===== config.mk =====
export PLATFORM = sky130hd
export DESIGN_NAME = hpsb_bridge
export DESIGN_NICKNAME = d
export VERILOG_FILES = /design/src/hpsb_pkg.sv /design/src/hpsb_bridge.sv /design/src/hpsb_fifo.sv /design/src/hpsb_swap.sv
export SDC_FILE = /design/constraint.sdc
export NUM_CORES = 2
export LEC_CHECK = 0
export BUFFER_PORTS_ARGS = -buffer_cell sky130_fd_sc_hd__buf_2
export CAP_MARGIN = 30
export CORE_MARGIN = 3
export CORE_UTILIZATION = 65
export DETAILED_ROUTE_END_ITERATION = 10
export PLACE_DENSITY = 0.95
export SLEW_MARGIN = 40
export SYNTH_ARGS = -nofsm -noshare
export SYNTH_HDL_FRONTEND = slang
export SYNTH_SLANG_ARGS = --single-unit

===== constraint.sdc =====
create_clock -name CLK_I -period 15.5 [get_ports CLK_I]
set_input_delay 1.55 -clock CLK_I [delete_from_list [all_inputs] [get_ports CLK_I]]
set_output_delay 1.55 -clock CLK_I [all_outputs]
set_load 0.02 [all_outputs]

===== src/hpsb_pkg.sv =====
package hpsb_pkg;

  // ****************************************************************
  // Widths, depths and granules
  // ****************************************************************
  localparam int ADDR_W = 32;
  localparam int DATA_W = 32;
  localparam int PROC_W = 2;
  localparam int POST_DEPTH = 16;
  localparam int CACHE_LINE_BYTES = 32;
  localparam int LINE_GRANULE_BYTES = 32;

  // ****************************************************************
  // Reset values
  // ****************************************************************
  localparam logic RST_READY = 1'b0;
  localparam logic RST_VALID = 1'b0;

  // ****************************************************************
  // Types
  // ****************************************************************
  typedef enum logic [3:0] {
    RD_IDLE = 4'h1,
    RD_FLUSH = 4'h2,
    RD_BUS = 4'h4,
    RD_RESP = 4'h8
  } hpsb_rd_e;

  typedef struct packed {
    logic write;
    logic byte_mode;
    logic [PROC_W-1:0] proc_id;
    logic [ADDR_W-1:0] addr;
    logic [DATA_W-1:0] data;
  } hpsb_host_req_s;

  typedef struct packed {
    logic write;
    logic byte_mode;
    logic [ADDR_W-1:0] addr;
    logic [DATA_W-1:0] data;
  } hpsb_bus_req_s;

endpackage


===== src/hpsb_bridge.sv =====
// Behaviour
// A processor read of PCI space blocks its issuer until the read completes.
// While one read is in progress, a second processor read is held off.
// Processor writes are posted without stalling; many may be outstanding. The bridge holds writes off while a processor read is in progress.
// Posted writes reach PCI in the order they were issued.
// Writes from different processors need no relative order.
// Every posted write is flushed to PCI before a processor read completes.
// DMA read and write order is kept when both hit the same cache line.
// A DMA read may pass an earlier DMA write to a different line.
// The DMA ordering cache line is a whole multiple of 32 bytes.
// DMA reads may overtake processor writes still posted in the bridge.
// Host side is big-endian, PCI side little-endian; bridge converts.
// Multibyte words are byte-reversed in hardware between the buses.
// Swapping acts per 32-bit word so byte arrays keep their order.
// Single-byte transfers pass through without reordering.
// Host follows a critical posted write with a read of that card.
// Host reads back a cleared interrupt request register before leaving service.
// Strictly ordered flags fit in 32 bytes aligned to a cache line.
// A full posted queue stalls processor writes, never drops or reorders them.
`timescale 1ns/100ps
module hpsb_bridge #(
  parameter int DEPTH = hpsb_pkg::POST_DEPTH,
  parameter int LINE_BYTES = hpsb_pkg::CACHE_LINE_BYTES
) (
  // Clock and reset
  input wire logic CLK_I,
  input wire logic RESET_I,
  // Processor side
  input wire logic HOST_VALID_I,
  input wire hpsb_pkg::hpsb_host_req_s HOST_REQ_I,
  output logic HOST_READY_O,
  output logic HOST_RVALID_O,
  output logic [hpsb_pkg::DATA_W-1:0] HOST_RDATA_O,
  output logic [hpsb_pkg::PROC_W-1:0] HOST_RPROC_O,
  // PCI master side
  output logic PCI_VALID_O,
  output hpsb_pkg::hpsb_bus_req_s PCI_REQ_O,
  input wire logic PCI_DONE_I,
  input wire logic [hpsb_pkg::DATA_W-1:0] PCI_RDATA_I,
  // DMA from PCI masters
  input wire logic DMA_VALID_I,
  input wire hpsb_pkg::hpsb_bus_req_s DMA_REQ_I,
  output logic DMA_WR_READY_O,
  output logic DMA_RD_READY_O,
  output logic DMA_RVALID_O,
  output logic [hpsb_pkg::DATA_W-1:0] DMA_RDATA_O,
  // Host memory side
  output logic MEM_VALID_O,
  output hpsb_pkg::hpsb_bus_req_s MEM_REQ_O,
  input wire logic MEM_DONE_I,
  input wire logic [hpsb_pkg::DATA_W-1:0] MEM_RDATA_I
);

  localparam int FW = $bits(hpsb_pkg::hpsb_bus_req_s);
  localparam int LW = $clog2(DEPTH+1);
  localparam int LINE_LSB = $clog2(LINE_BYTES);
  localparam logic [LW-1:0] STALL_MARK = LW'(DEPTH - 2);

  // ****************************************************************
  // Processor request path
  // ****************************************************************
  hpsb_pkg::hpsb_rd_e rd_state_r;
  hpsb_pkg::hpsb_bus_req_s rd_req_r;
  hpsb_pkg::hpsb_bus_req_s host_wr;
  hpsb_pkg::hpsb_bus_req_s fifo_head;
  logic [hpsb_pkg::DATA_W-1:0] host_wdata_sw;
  logic [hpsb_pkg::DATA_W-1:0] pci_rdata_sw;
  logic [LW-1:0] fifo_level;
  logic fifo_in_ready;
  logic fifo_out_valid;
  logic wr_take;
  logic rd_take;
  logic fifo_pop;
  logic rd_issue;
  logic rd_done;

  assign wr_take = HOST_VALID_I && HOST_READY_O && HOST_REQ_I.write && fifo_in_ready;
  assign rd_take = HOST_VALID_I && HOST_READY_O && !HOST_REQ_I.write;
  assign fifo_pop = !PCI_VALID_O && fifo_out_valid;
  assign rd_issue = !PCI_VALID_O && !fifo_out_valid && rd_state_r == hpsb_pkg::RD_FLUSH;
  assign rd_done = PCI_VALID_O && PCI_DONE_I && !PCI_REQ_O.write;

  always_comb begin
    host_wr.write = 1'b1;
    host_wr.byte_mode = HOST_REQ_I.byte_mode;
    host_wr.addr = HOST_REQ_I.addr;
    host_wr.data = host_wdata_sw;
  end

  // Host word data is reversed before it is queued for the little-endian bus.
  hpsb_swap #(.W(hpsb_pkg::DATA_W)) u_swap_hw (
    .byte_mode_i(HOST_REQ_I.byte_mode),
    .data_i(HOST_REQ_I.data),
    .data_o(host_wdata_sw)
  );

  hpsb_swap #(.W(hpsb_pkg::DATA_W)) u_swap_hr (
    .byte_mode_i(rd_req_r.byte_mode),
    .data_i(PCI_RDATA_I),
    .data_o(pci_rdata_sw)
  );

  // A single queue for all processors keeps each issuer's order; order between
  // issuers is simply arrival order, which is stricter than needed.
  hpsb_fifo #(.WIDTH(FW), .DEPTH(DEPTH)) u_post (
    .clk_i(CLK_I),
    .reset_i(RESET_I),
    .in_valid_i(wr_take),
    .in_ready_o(fifo_in_ready),
    .in_data_i(host_wr),
    .out_valid_o(fifo_out_valid),
    .out_ready_i(fifo_pop),
    .out_data_o(fifo_head),
    .level_o(fifo_level)
  );

  // Ready drops two entries early so the registered ready never overfills.
  always_ff @(posedge CLK_I) begin
    if (RESET_I) begin
      HOST_READY_O <= hpsb_pkg::RST_READY;
    end else begin
      HOST_READY_O <= ((rd_state_r == hpsb_pkg::RD_IDLE && !rd_take)
                       || rd_state_r == hpsb_pkg::RD_RESP)
                      && fifo_level < STALL_MARK;
    end
  end

  always_ff @(posedge CLK_I) begin
    if (RESET_I) begin
      rd_state_r <= hpsb_pkg::RD_IDLE;
      rd_req_r <= '0;
      HOST_RPROC_O <= '0;
    end else begin
      case (rd_state_r)
        hpsb_pkg::RD_IDLE: begin
          if (rd_take) begin
            rd_state_r <= hpsb_pkg::RD_FLUSH;
            rd_req_r <= '{write: 1'b0, byte_mode: HOST_REQ_I.byte_mode,
                          addr: HOST_REQ_I.addr, data: '0};
            HOST_RPROC_O <= HOST_REQ_I.proc_id;
          end
        end
        hpsb_pkg::RD_FLUSH: begin
          if (rd_issue) begin
            rd_state_r <= hpsb_pkg::RD_BUS;
          end
        end
        hpsb_pkg::RD_BUS: begin
          if (rd_done) begin
            rd_state_r <= hpsb_pkg::RD_RESP;
          end
        end
        hpsb_pkg::RD_RESP: begin
          rd_state_r <= hpsb_pkg::RD_IDLE;
        end
        default: begin
          rd_state_r <= hpsb_pkg::RD_IDLE;
        end
      endcase
    end
  end

  always_ff @(posedge CLK_I) begin
    if (RESET_I) begin
      HOST_RVALID_O <= hpsb_pkg::RST_VALID;
      HOST_RDATA_O <= '0;
    end else begin
      HOST_RVALID_O <= rd_done;
      if (rd_done) begin
        HOST_RDATA_O <= pci_rdata_sw;
      end
    end
  end

  // ****************************************************************
  // PCI master engine
  // ****************************************************************
  always_ff @(posedge CLK_I) begin
    if (RESET_I) begin
      PCI_VALID_O <= hpsb_pkg::RST_VALID;
      PCI_REQ_O <= '0;
    end else if (PCI_VALID_O) begin
      if (PCI_DONE_I) begin
        PCI_VALID_O <= 1'b0;
      end
    end else if (fifo_out_valid) begin
      PCI_VALID_O <= 1'b1;
      PCI_REQ_O <= fifo_head;
    end else if (rd_issue) begin
      PCI_VALID_O <= 1'b1;
      PCI_REQ_O <= rd_req_r;
    end
  end

  // ****************************************************************
  // DMA path to host memory
  // ****************************************************************
  // DMA buffers are independent of the posted queue, so DMA reads never wait
  // behind processor writes.
  hpsb_pkg::hpsb_bus_req_s dwr_q_r;
  hpsb_pkg::hpsb_bus_req_s drd_q_r;
  logic [hpsb_pkg::DATA_W-1:0] dma_wdata_sw;
  logic [hpsb_pkg::DATA_W-1:0] mem_rdata_sw;
  logic dwr_v_r;
  logic drd_v_r;
  logic rd_older_r;
  logic dwr_take;
  logic drd_take;
  logic dwr_done;
  logic drd_done;
  logic same_line;
  logic mem_issue_rd;
  logic mem_issue_wr;

  assign dwr_take = DMA_VALID_I && DMA_REQ_I.write && DMA_WR_READY_O;
  assign drd_take = DMA_VALID_I && !DMA_REQ_I.write && DMA_RD_READY_O;
  assign dwr_done = MEM_VALID_O && MEM_DONE_I && MEM_REQ_O.write;
  assign drd_done = MEM_VALID_O && MEM_DONE_I && !MEM_REQ_O.write;
  assign same_line = dwr_q_r.addr[hpsb_pkg::ADDR_W-1:LINE_LSB]
                     == drd_q_r.addr[hpsb_pkg::ADDR_W-1:LINE_LSB];
  assign mem_issue_rd = !MEM_VALID_O && drd_v_r && (!dwr_v_r || rd_older_r || !same_line);
  assign mem_issue_wr = !MEM_VALID_O && dwr_v_r && !mem_issue_rd;

  hpsb_swap #(.W(hpsb_pkg::DATA_W)) u_swap_dw (
    .byte_mode_i(DMA_REQ_I.byte_mode),
    .data_i(DMA_REQ_I.data),
    .data_o(dma_wdata_sw)
  );

  hpsb_swap #(.W(hpsb_pkg::DATA_W)) u_swap_dr (
    .byte_mode_i(drd_q_r.byte_mode),
    .data_i(MEM_RDATA_I),
    .data_o(mem_rdata_sw)
  );

  always_ff @(posedge CLK_I) begin
    if (RESET_I) begin
      dwr_v_r <= 1'b0;
      drd_v_r <= 1'b0;
      dwr_q_r <= '0;
      drd_q_r <= '0;
      rd_older_r <= 1'b0;
      DMA_WR_READY_O <= hpsb_pkg::RST_READY;
      DMA_RD_READY_O <= hpsb_pkg::RST_READY;
    end else begin
      if (dwr_take) begin
        dwr_v_r <= 1'b1;
        dwr_q_r <= '{write: 1'b1, byte_mode: DMA_REQ_I.byte_mode,
                     addr: DMA_REQ_I.addr, data: dma_wdata_sw};
      end else if (dwr_done) begin
        dwr_v_r <= 1'b0;
      end
      if (drd_take) begin
        drd_v_r <= 1'b1;
        drd_q_r <= DMA_REQ_I;
        rd_older_r <= !dwr_v_r || dwr_done;
      end else if (drd_done) begin
        drd_v_r <= 1'b0;
      end else if (dwr_done) begin
        rd_older_r <= 1'b1;
      end
      DMA_WR_READY_O <= !(dwr_take || (dwr_v_r && !dwr_done));
      DMA_RD_READY_O <= !(drd_take || (drd_v_r && !drd_done));
    end
  end

  always_ff @(posedge CLK_I) begin
    if (RESET_I) begin
      MEM_VALID_O <= hpsb_pkg::RST_VALID;
      MEM_REQ_O <= '0;
    end else if (MEM_VALID_O) begin
      if (MEM_DONE_I) begin
        MEM_VALID_O <= 1'b0;
      end
    end else if (mem_issue_rd) begin
      MEM_VALID_O <= 1'b1;
      MEM_REQ_O <= drd_q_r;
    end else if (mem_issue_wr) begin
      MEM_VALID_O <= 1'b1;
      MEM_REQ_O <= dwr_q_r;
    end
  end

  always_ff @(posedge CLK_I) begin
    if (RESET_I) begin
      DMA_RVALID_O <= hpsb_pkg::RST_VALID;
      DMA_RDATA_O <= '0;
    end else begin
      DMA_RVALID_O <= drd_done;
      if (drd_done) begin
        DMA_RDATA_O <= mem_rdata_sw;
      end
    end
  end

  // ****************************************************************
  // Assertions
  // ****************************************************************
  property p_read_blocks;
    @(posedge CLK_I) disable iff (RESET_I)
    rd_take |=> !HOST_READY_O ##1 (rd_state_r != hpsb_pkg::RD_IDLE);
  endproperty
  a_read_blocks: assert property (p_read_blocks) else $error("ready after read take");

  property p_second_read_held;
    @(posedge CLK_I) disable iff (RESET_I)
    (rd_state_r inside {hpsb_pkg::RD_FLUSH, hpsb_pkg::RD_BUS}) |-> !HOST_READY_O;
  endproperty
  a_second_read_held: assert property (p_second_read_held) else $error("read not held off");

  property p_write_posted;
    @(posedge CLK_I) disable iff (RESET_I)
    wr_take |=> (fifo_level != '0 || PCI_VALID_O);
  endproperty
  a_write_posted: assert property (p_write_posted) else $error("posted write lost");

  property p_write_order;
    @(posedge CLK_I) disable iff (RESET_I)
    fifo_pop |=> PCI_VALID_O && PCI_REQ_O == $past(fifo_head);
  endproperty
  a_write_order: assert property (p_write_order) else $error("queue head not issued");

  property p_flush_first;
    @(posedge CLK_I) disable iff (RESET_I)
    $rose(PCI_VALID_O) && !PCI_REQ_O.write |-> $past(fifo_level) == '0;
  endproperty
  a_flush_first: assert property (p_flush_first) else $error("read before flush");

  property p_read_done_empty;
    @(posedge CLK_I) disable iff (RESET_I)
    HOST_RVALID_O |-> fifo_level == '0 && rd_state_r == hpsb_pkg::RD_RESP;
  endproperty
  a_read_done_empty: assert property (p_read_done_empty) else $error("writes left at read end");

  property p_same_line_order;
    @(posedge CLK_I) disable iff (RESET_I)
    mem_issue_rd && dwr_v_r && same_line |-> rd_older_r;
  endproperty
  a_same_line_order: assert property (p_same_line_order) else $error("read passed same line");

  property p_line_granule;
    @(posedge CLK_I) disable iff (RESET_I)
    1'b1 |-> (LINE_BYTES % hpsb_pkg::LINE_GRANULE_BYTES) == 0;
  endproperty
  a_line_granule: assert property (p_line_granule) else $error("bad line size");

  property p_word_swap;
    @(posedge CLK_I) disable iff (RESET_I)
    rd_done && !rd_req_r.byte_mode |=>
      HOST_RDATA_O == {$past(PCI_RDATA_I[7:0]), $past(PCI_RDATA_I[15:8]),
                       $past(PCI_RDATA_I[23:16]), $past(PCI_RDATA_I[31:24])}
      && HOST_RVALID_O;
  endproperty
  a_word_swap: assert property (p_word_swap) else $error("word not swapped");

  property p_byte_pass;
    @(posedge CLK_I) disable iff (RESET_I)
    drd_done && drd_q_r.byte_mode |=> DMA_RDATA_O[7:0] == $past(MEM_RDATA_I[7:0]);
  endproperty
  a_byte_pass: assert property (p_byte_pass) else $error("byte reordered");

  property p_full_stalls;
    @(posedge CLK_I) disable iff (RESET_I)
    fifo_level >= STALL_MARK |=> !HOST_READY_O;
  endproperty
  a_full_stalls: assert property (p_full_stalls) else $error("write accepted when full");

  property p_cov_flush;
    @(posedge CLK_I) disable iff (RESET_I)
    rd_take && fifo_level != '0 ##[1:300] HOST_RVALID_O;
  endproperty
  c_cov_flush: cover property (p_cov_flush);

  property p_cov_pass;
    @(posedge CLK_I) disable iff (RESET_I)
    mem_issue_rd && dwr_v_r && !rd_older_r;
  endproperty
  c_cov_pass: cover property (p_cov_pass);

  property p_cov_full;
    @(posedge CLK_I) disable iff (RESET_I)
    fifo_level >= STALL_MARK && HOST_VALID_I;
  endproperty
  c_cov_full: cover property (p_cov_full);

endmodule // hpsb_bridge


===== src/hpsb_fifo.sv =====
`timescale 1ns/100ps
module hpsb_fifo #(
  parameter int WIDTH = 66,
  parameter int DEPTH = 16
) (
  // Clock and reset
  input wire logic clk_i,
  input wire logic reset_i,
  // Fill side
  input wire logic in_valid_i,
  output logic in_ready_o,
  input wire logic [WIDTH-1:0] in_data_i,
  // Drain side
  output logic out_valid_o,
  input wire logic out_ready_i,
  output logic [WIDTH-1:0] out_data_o,
  // Fill level
  output logic [$clog2(DEPTH+1)-1:0] level_o
);

  localparam int PW = $clog2(DEPTH);
  localparam int LW = $clog2(DEPTH+1);

  logic [WIDTH-1:0] mem_r [DEPTH];
  logic [PW-1:0] wr_ptr_r;
  logic [PW-1:0] rd_ptr_r;
  logic [LW-1:0] level_r;
  logic push;
  logic pop;

  assign in_ready_o = level_r != LW'(DEPTH);
  assign out_valid_o = level_r != '0;
  assign out_data_o = mem_r[rd_ptr_r];
  assign level_o = level_r;
  assign push = in_valid_i && in_ready_o;
  assign pop = out_valid_o && out_ready_i;

  // ****************************************************************
  // Storage and pointers
  // ****************************************************************
  always_ff @(posedge clk_i) begin
    if (push) begin
      mem_r[wr_ptr_r] <= in_data_i;
    end
  end

  always_ff @(posedge clk_i) begin
    if (reset_i) begin
      wr_ptr_r <= '0;
      rd_ptr_r <= '0;
      level_r <= '0;
    end else begin
      if (push) begin
        wr_ptr_r <= PW'(wr_ptr_r + 1'b1);
      end
      if (pop) begin
        rd_ptr_r <= PW'(rd_ptr_r + 1'b1);
      end
      if (push && !pop) begin
        level_r <= LW'(level_r + 1'b1);
      end else if (pop && !push) begin
        level_r <= LW'(level_r - 1'b1);
      end
    end
  end

endmodule // hpsb_fifo


===== src/hpsb_swap.sv =====
`timescale 1ns/100ps
module hpsb_swap #(
  parameter int W = 32
) (
  // Control
  input wire logic byte_mode_i,
  // Data
  input wire logic [W-1:0] data_i,
  output logic [W-1:0] data_o
);

  localparam int NB = W / 8;

  // ****************************************************************
  // Lane reversal
  // ****************************************************************
  // Single bytes ride lane zero untouched; whole words are reversed.
  for (genvar i = 0; i < NB; i++) begin : g_lane
    assign data_o[8*i +: 8] = byte_mode_i ? data_i[8*i +: 8] : data_i[8*(NB-1-i) +: 8];
  end

endmodule // hpsb_swap


* Yosys cells after proc, flatten, opt, wreduce, memory -nomap -nowiden
Memory sizes are Yosys's and may differ from the RTL's. A register that Yosys moved wholly into a read port is not among the register bits. Cells that the tools add are included.
Cells by class: add/subtract/negate cells 4, multiplexer cells 45, order comparisons 1, reductions and logical operators 63, equality and inequality tests 10, bitwise operators 2
Operators by type and width (number):
- $mux W66 | 4
- $mux W8 | 16
- $logic_and A1 B1 Y1 | 28
- $eq A27 B27 Y1 | 1
- $mux W4 | 5
- $logic_not A1 Y1 | 17
- $mux W1 | 17
- $pmux W4 S3 | 1
- $reduce_bool A2 Y1 | 6
- $mux W5 | 2
- $add A4 B1 Y4 const B | 2
- $ne A2 B2 Y1 const B | 4
- $reduce_and A2 Y1 | 4
- $logic_or A1 B1 Y1 | 6
- $add A5 B1 Y5 const B | 1
- $lt A5 B4 Y1 const B | 1
- $ne A5 B5 Y1 const B | 1
- $reduce_bool A5 Y1 | 1
- $sub A5 B1 Y5 const B | 1
- $eq A4 B1 Y1 const B | 1
- $eq A4 B2 Y1 const B | 1
- $eq A4 B3 Y1 const B | 1
- $eq A4 B4 Y1 const B | 1
- $reduce_and A3 Y1 | 1
- $not A1 Y1 | 2
Storage, ports and cells: output and inout port bits 205, flip-flop bits (word level) 390, bits in writable memories 1040, word-level logic and storage cells 161, memories 1, input bits 204
Memory list:
- u_post.mem_r | words 16, bits a word 65, rd ports 1, clocked after Yosys merged registers in 1, write ports 1, RTL line hpsb_fifo.sv:24 | logic [WIDTH-1:0] mem_r [DEPTH];

* Logic depth before layout (Yosys ltp)
word-level depth 9, mapped depth 14, mapped depth without buffers 13

* Hierarchy
A second synthesis with hierarchy kept.
Second synthesis, totals: cells, all modules 3667, area, all modules 57398.8 um^2
By module, submodules not included:
- hpsb_fifo | seq. area each 32050.7 um^2, area an instance 40311.2 um^2, cells an instance 1720, instances 1
- hpsb_bridge | seq. area each 7547.2 um^2, area an instance 14910.6 um^2, cells an instance 1803, instances 1
- hpsb_swap | seq. area each 0.0 um^2, area an instance 544.3 um^2, cells an instance 36, instances 4

* Least setup slack after synthesis
No wires, ideal clock.
path kind input-to-reg, start point input HOST_VALID_I, end point memory u_post.mem_r[3][0] in the netlist's numbering, enable pin, setup slack 8.220 ns, data required time 14.932 ns, arrival 6.713 ns, buffers on the path 0, setup time 0.568 ns, stages on the path 4, cells stage by stage nand3_1 > a21oi_1 > nand2_1 > nor3_1
On the way: cells in the longest elaborated chain, start to end 6
RTL lines:
- from (decl) | RTL line hpsb_bridge.sv:29 | input wire logic HOST_VALID_I,
- $logic_and A1 B1 Y1 (3 in a row) | RTL line hpsb_bridge.sv:77 | assign wr_take = HOST_VALID_I && HOST_READY_O && HOST_REQ_I.write && fifo_in_ready;
- $logic_and A1 B1 Y1 | RTL line hpsb_fifo.sv:35 | assign push = in_valid_i && in_ready_o;
- named net u_post.push | RTL line hpsb_fifo.sv:28 | logic push;
- $mux W1 | RTL line hpsb_fifo.sv:42 | if (push) begin
- $mux W1 (implied by the code) | RTL line hpsb_fifo.sv:43 | mem_r[wr_ptr_r] <= in_data_i;
- to (decl) | RTL line hpsb_fifo.sv:24
The timed path passes the listed nets, and every way through them passes these cells.

* Final worst setup path
start point input HOST_VALID_I, end point memory u_post.mem_r[12][58] in the netlist's numbering, enable pin
Same word-level chain as after synthesis.

==> impl_results.md <==
* Nature of the critical path endpoint: flop
* Worst Setup Path Type: input pin to flop
* Final-stage net count at 4206
* DRC at 0
* Final hold violation count at 0
* P_sw at 2790 µW
* Crit path cell chain: buf_2 > nand3_1 > a21oi_2 > nand2_1 > nor2_4 > buf_4
* Rel. slew slack at 0.384
* Row count at 107
* Core area at 85500 µm²
* Place WS at 10.38 ns
* Initial Util at 0.658
* Lkg Pwr at 0.0215 µW
* First-pass GRT wire length at 238000 µm
* Sequential Power Share at 0.456
* Gp weighted congestion at 0.844
* Final Critical Period at 4.06 ns
* Detailed Routing Iterations Pass 1 at 6
* Switching Fraction at 0.289
* Pins over their slew limit at 0
* Worst Path Max Fanout at 43
* Slowest CP cell: nor2_4
* CP delay by family, top: simple AND/OR/NAND/NOR gates
* Max H-tree Level at 4
* Chip width at 300 µm
* Worst-margin pin slew at 0.922 ns
* Vias/cell at 6.99
* RR Endpoint: PCI_REQ_O[59]
* Clock sinks at 1434
* Fin crit share at 0.262
* Req. time, crit path at 15.88 ns
* Die height at 300 µm
* FMAX at 247 MHz
* CTS max path bufs at 3
* Largest net degree at the start of global routing at 124
* Int Pwr at 6880 µW
* CTS buffer count at 140
* Via count at 36812
* Latest clock arrival within the worst-skew pair at 0.78 ns
* Status: complete, no violations
* Violation count after the first detailed-route iteration at 5969
* Max-Cap Viols at 0
* I/O Pins at 409
* Reg2Reg Setup Slack at 11.64 ns
* Instance count of the mapped netlist at 3629
* Sum of negative setup slack at 0 ns
* Clock power frac at 0.355
* Root buf cell: clkbuf_16
* Sequential fraction of the synthesis area at 0.695
* Final setup viols at 0
* Initial antenna violation count at 17
* Port bufs at 408
* Pwr Density at 151 nW/µm²
* Post-Synthesis Cell Area at 56300 µm²
* Number of global-route vias before repair at 35332
* Number of flops mapped to enable cells by yosys at 1040
* Ys flop type: edfxtp_1
* Syn_area_per_cell at 15.5 µm²
* Comb pwr share at 0.189
* Fraction of final layout cells sized beyond drive strength 1 at 0.275
* Worst Hold End: drd_q_r[29]
* Die ar. at 90100 µm²
* Cts hold-fix bufs at 0
* Clock Skew at 0.0467 ns
* Worst path bufs/invs at 2
* Post-synth net total at 3843
* Post-CTS Setup Inserts at 0
* Count of cell types in the netlist at 46
* Hold Crit Class: flop to flop
* Area growth syn-to-layout at 14.1%
* WL/cell at 31.5 µm
* CP peak stage delay at 0.73 ns
* Unrepaired setup endpoints after global routing: false
* Worst r2r path cells at 6
* GRT Residual Overflow at 0
* Post-DP HPWL at 87200 µm
* Post-CTS resize count at 0
* CTS tree: done
* Hold path start: drd_q_r[29]
* Worst-path clk slew at 0.06 ns
* Hold path depth at 2
* Setup slack after layout at 11.44 ns
* Post-DRT Antenna Nets at 0
* Yosys warnings at 0
* Crit path DAT at 4.43 ns
* Synth Register Bits at 1434
* GRT Total Usage at 0.359
* Critical Path Source Type: input pin
* Worst vdd ir at 0.000118 V
* Post-synth ARST share at 0
* Routed WL at 166000 µm
==> cells in the final DEF (no fill, tap or decap), types with 20 or more instances in the layout <==
master     count
edfxtp_1    1040
nand2_1      450
buf_2        406
dfxtp_1      388
nor2_1       251
mux4_2       242
a21oi_1      214
mux2i_1      177
clkbuf_16    145
mux2_2       137
a211oi_1      97
nor2b_1       73
nor3_1        69
clkbuf_1      39
buf_4         33
a221oi_1      32
mux2_4        29
xor2_1        23
clkbuf_8      23
clkinv_2      20
==> tightest hold or removal path, cell delays in order (launching register included) <==
cell and delay, ns:
dfxtp_1 0.30, nand2_1 0.05, a21oi_1 0.05
==> cell usage after synthesis (all sizes together) (6+ instances only) <==
| cell type | instances | area share |
|---|---|---|
| mux2 | 166 | 0.035 |
| ha | 9 | 0.0020 |
| buf | 88 | 0.0089 |
| clkbuf | 160 | 0.011 |
| nor2 | 268 | 0.018 |
| dfxtp | 394 | 0.14 |
| xor2 | 23 | 0.0036 |
| xnor2 | 13 | 0.0020 |
| mux2i | 177 | 0.031 |
| nor4 | 7 | 0.00089 |
| mux4 | 242 | 0.097 |
| a311oi | 18 | 0.0028 |
| a211oi | 97 | 0.013 |
| inv | 6 | 0.00040 |
| nor2b | 76 | 0.0084 |
| a221oi | 32 | 0.0050 |
| edfxtp | 1040 | 0.55 |
| a2111oi | 15 | 0.0023 |
| o221ai | 18 | 0.0028 |
| nor3 | 73 | 0.0065 |
| nand2 | 450 | 0.030 |
| a21oi | 215 | 0.019 |
| nand2b | 8 | 0.00089 |
==> flip-flops by register name (all words and copies together), names as in the netlist, 2 cells and up, named ones only <==
register / count
HOST_RPROC_O: 2
u_post.rd_ptr_r: 4
u_post.mem_r: 1040
MEM_REQ_O: 66
rd_req_r: 33
PCI_REQ_O: 66
u_post.wr_ptr_r: 4
HOST_RDATA_O: 32
DMA_RDATA_O: 32
u_post.level_o: 5
drd_q_r: 66
dwr_q_r: 66
rd_state_r: 4
==> routing by layer <==
layer | global-route usage | vias to the layer above | part of all wire | routed length, µm
met2 | 0.591 | 3679 | 0.49 | 81000
li1 | - | 14513 | - | -
met1 | 0.459 | 17852 | 0.32 | 53700
met3 | 0.0812 | 752 | 0.13 | 21300
met4 | 0.166 | 16 | 0.060 | 9880
met5 | 0 | - | 0.00067 | 112
==> power by group through the flow <==
stage          Sequential (µW)  Combinational [µW]  Clock (µW)
2_1_floorplan             4510                1130           0
3_3_place_gp              4480                1600           0
3_5_place_dp              4480                1710           0
4_1_cts                   4400                1790        3430
5_1_grt                   4420                1910        3570
6_report                  4410                1830        3430
==> stage by stage <==
step	total power [µW]	hold WS (ns)	instances	instance area, µm²	util
after global placement	6080	0.438	4977	59200	0.692
after detailed placement	6190	0.443	4990	59500	0.696
after CTS	9620	0.450	5247	64100	0.749
final	9670	0.450	5263	64200	0.751
after global routing	9900	0.470	5254	64200	0.751
after floorplan	5640	0.432	3629	56300	-
==> kinds of logic (layout without fill, tap and decap cells) <==
kind of cell / count (synthesis) / count (layout) / synth area share
AOI/OAI and AO/OA: 403 / 403 / 0.0460
DFF: 1434 / 1434 / 0.695
other: 0 / 12 / 0
and+or+nand+nor: 907 / 907 / 0.0675
xor gates and xnor gates: 36 / 36 / 0.00560
buffers and inverters: 254 / 732 / 0.0200
muxes: 585 / 585 / 0.163
adders and majority gates: 10 / 10 / 0.00236
==> layout make-up <==
class                      count  area, µm²
fill                        4317      21300
clock buffer                 206       4080
inverter                       6       23.8
sequential                  1434      39100
tap                         1144       1430
antenna                       12       30.0
multi-input combinational   1941      16200
timing repair buffer         469       2800
clock inverter                51        485
==> worst max path at each step <==
stage                       from              endpoint  slack, ns  cells past startpoint
4_1_cts             HOST_VALID_I   u_post.mem_r[7][23]      11.09                      6
3_5_place_dp        HOST_VALID_I   u_post.mem_r[7][10]      10.38                      6
3_3_place_gp        HOST_VALID_I   u_post.mem_r[13][2]      10.60                      6
2_1_floorplan       HOST_VALID_I    u_post.mem_r[3][0]       8.22                      4
6_report            HOST_VALID_I  u_post.mem_r[12][58]      11.44                      6
5_1_grt        u_post.level_o[0]     u_post.level_o[4]      11.51                     13
Power figures use the tool's default switching activity.
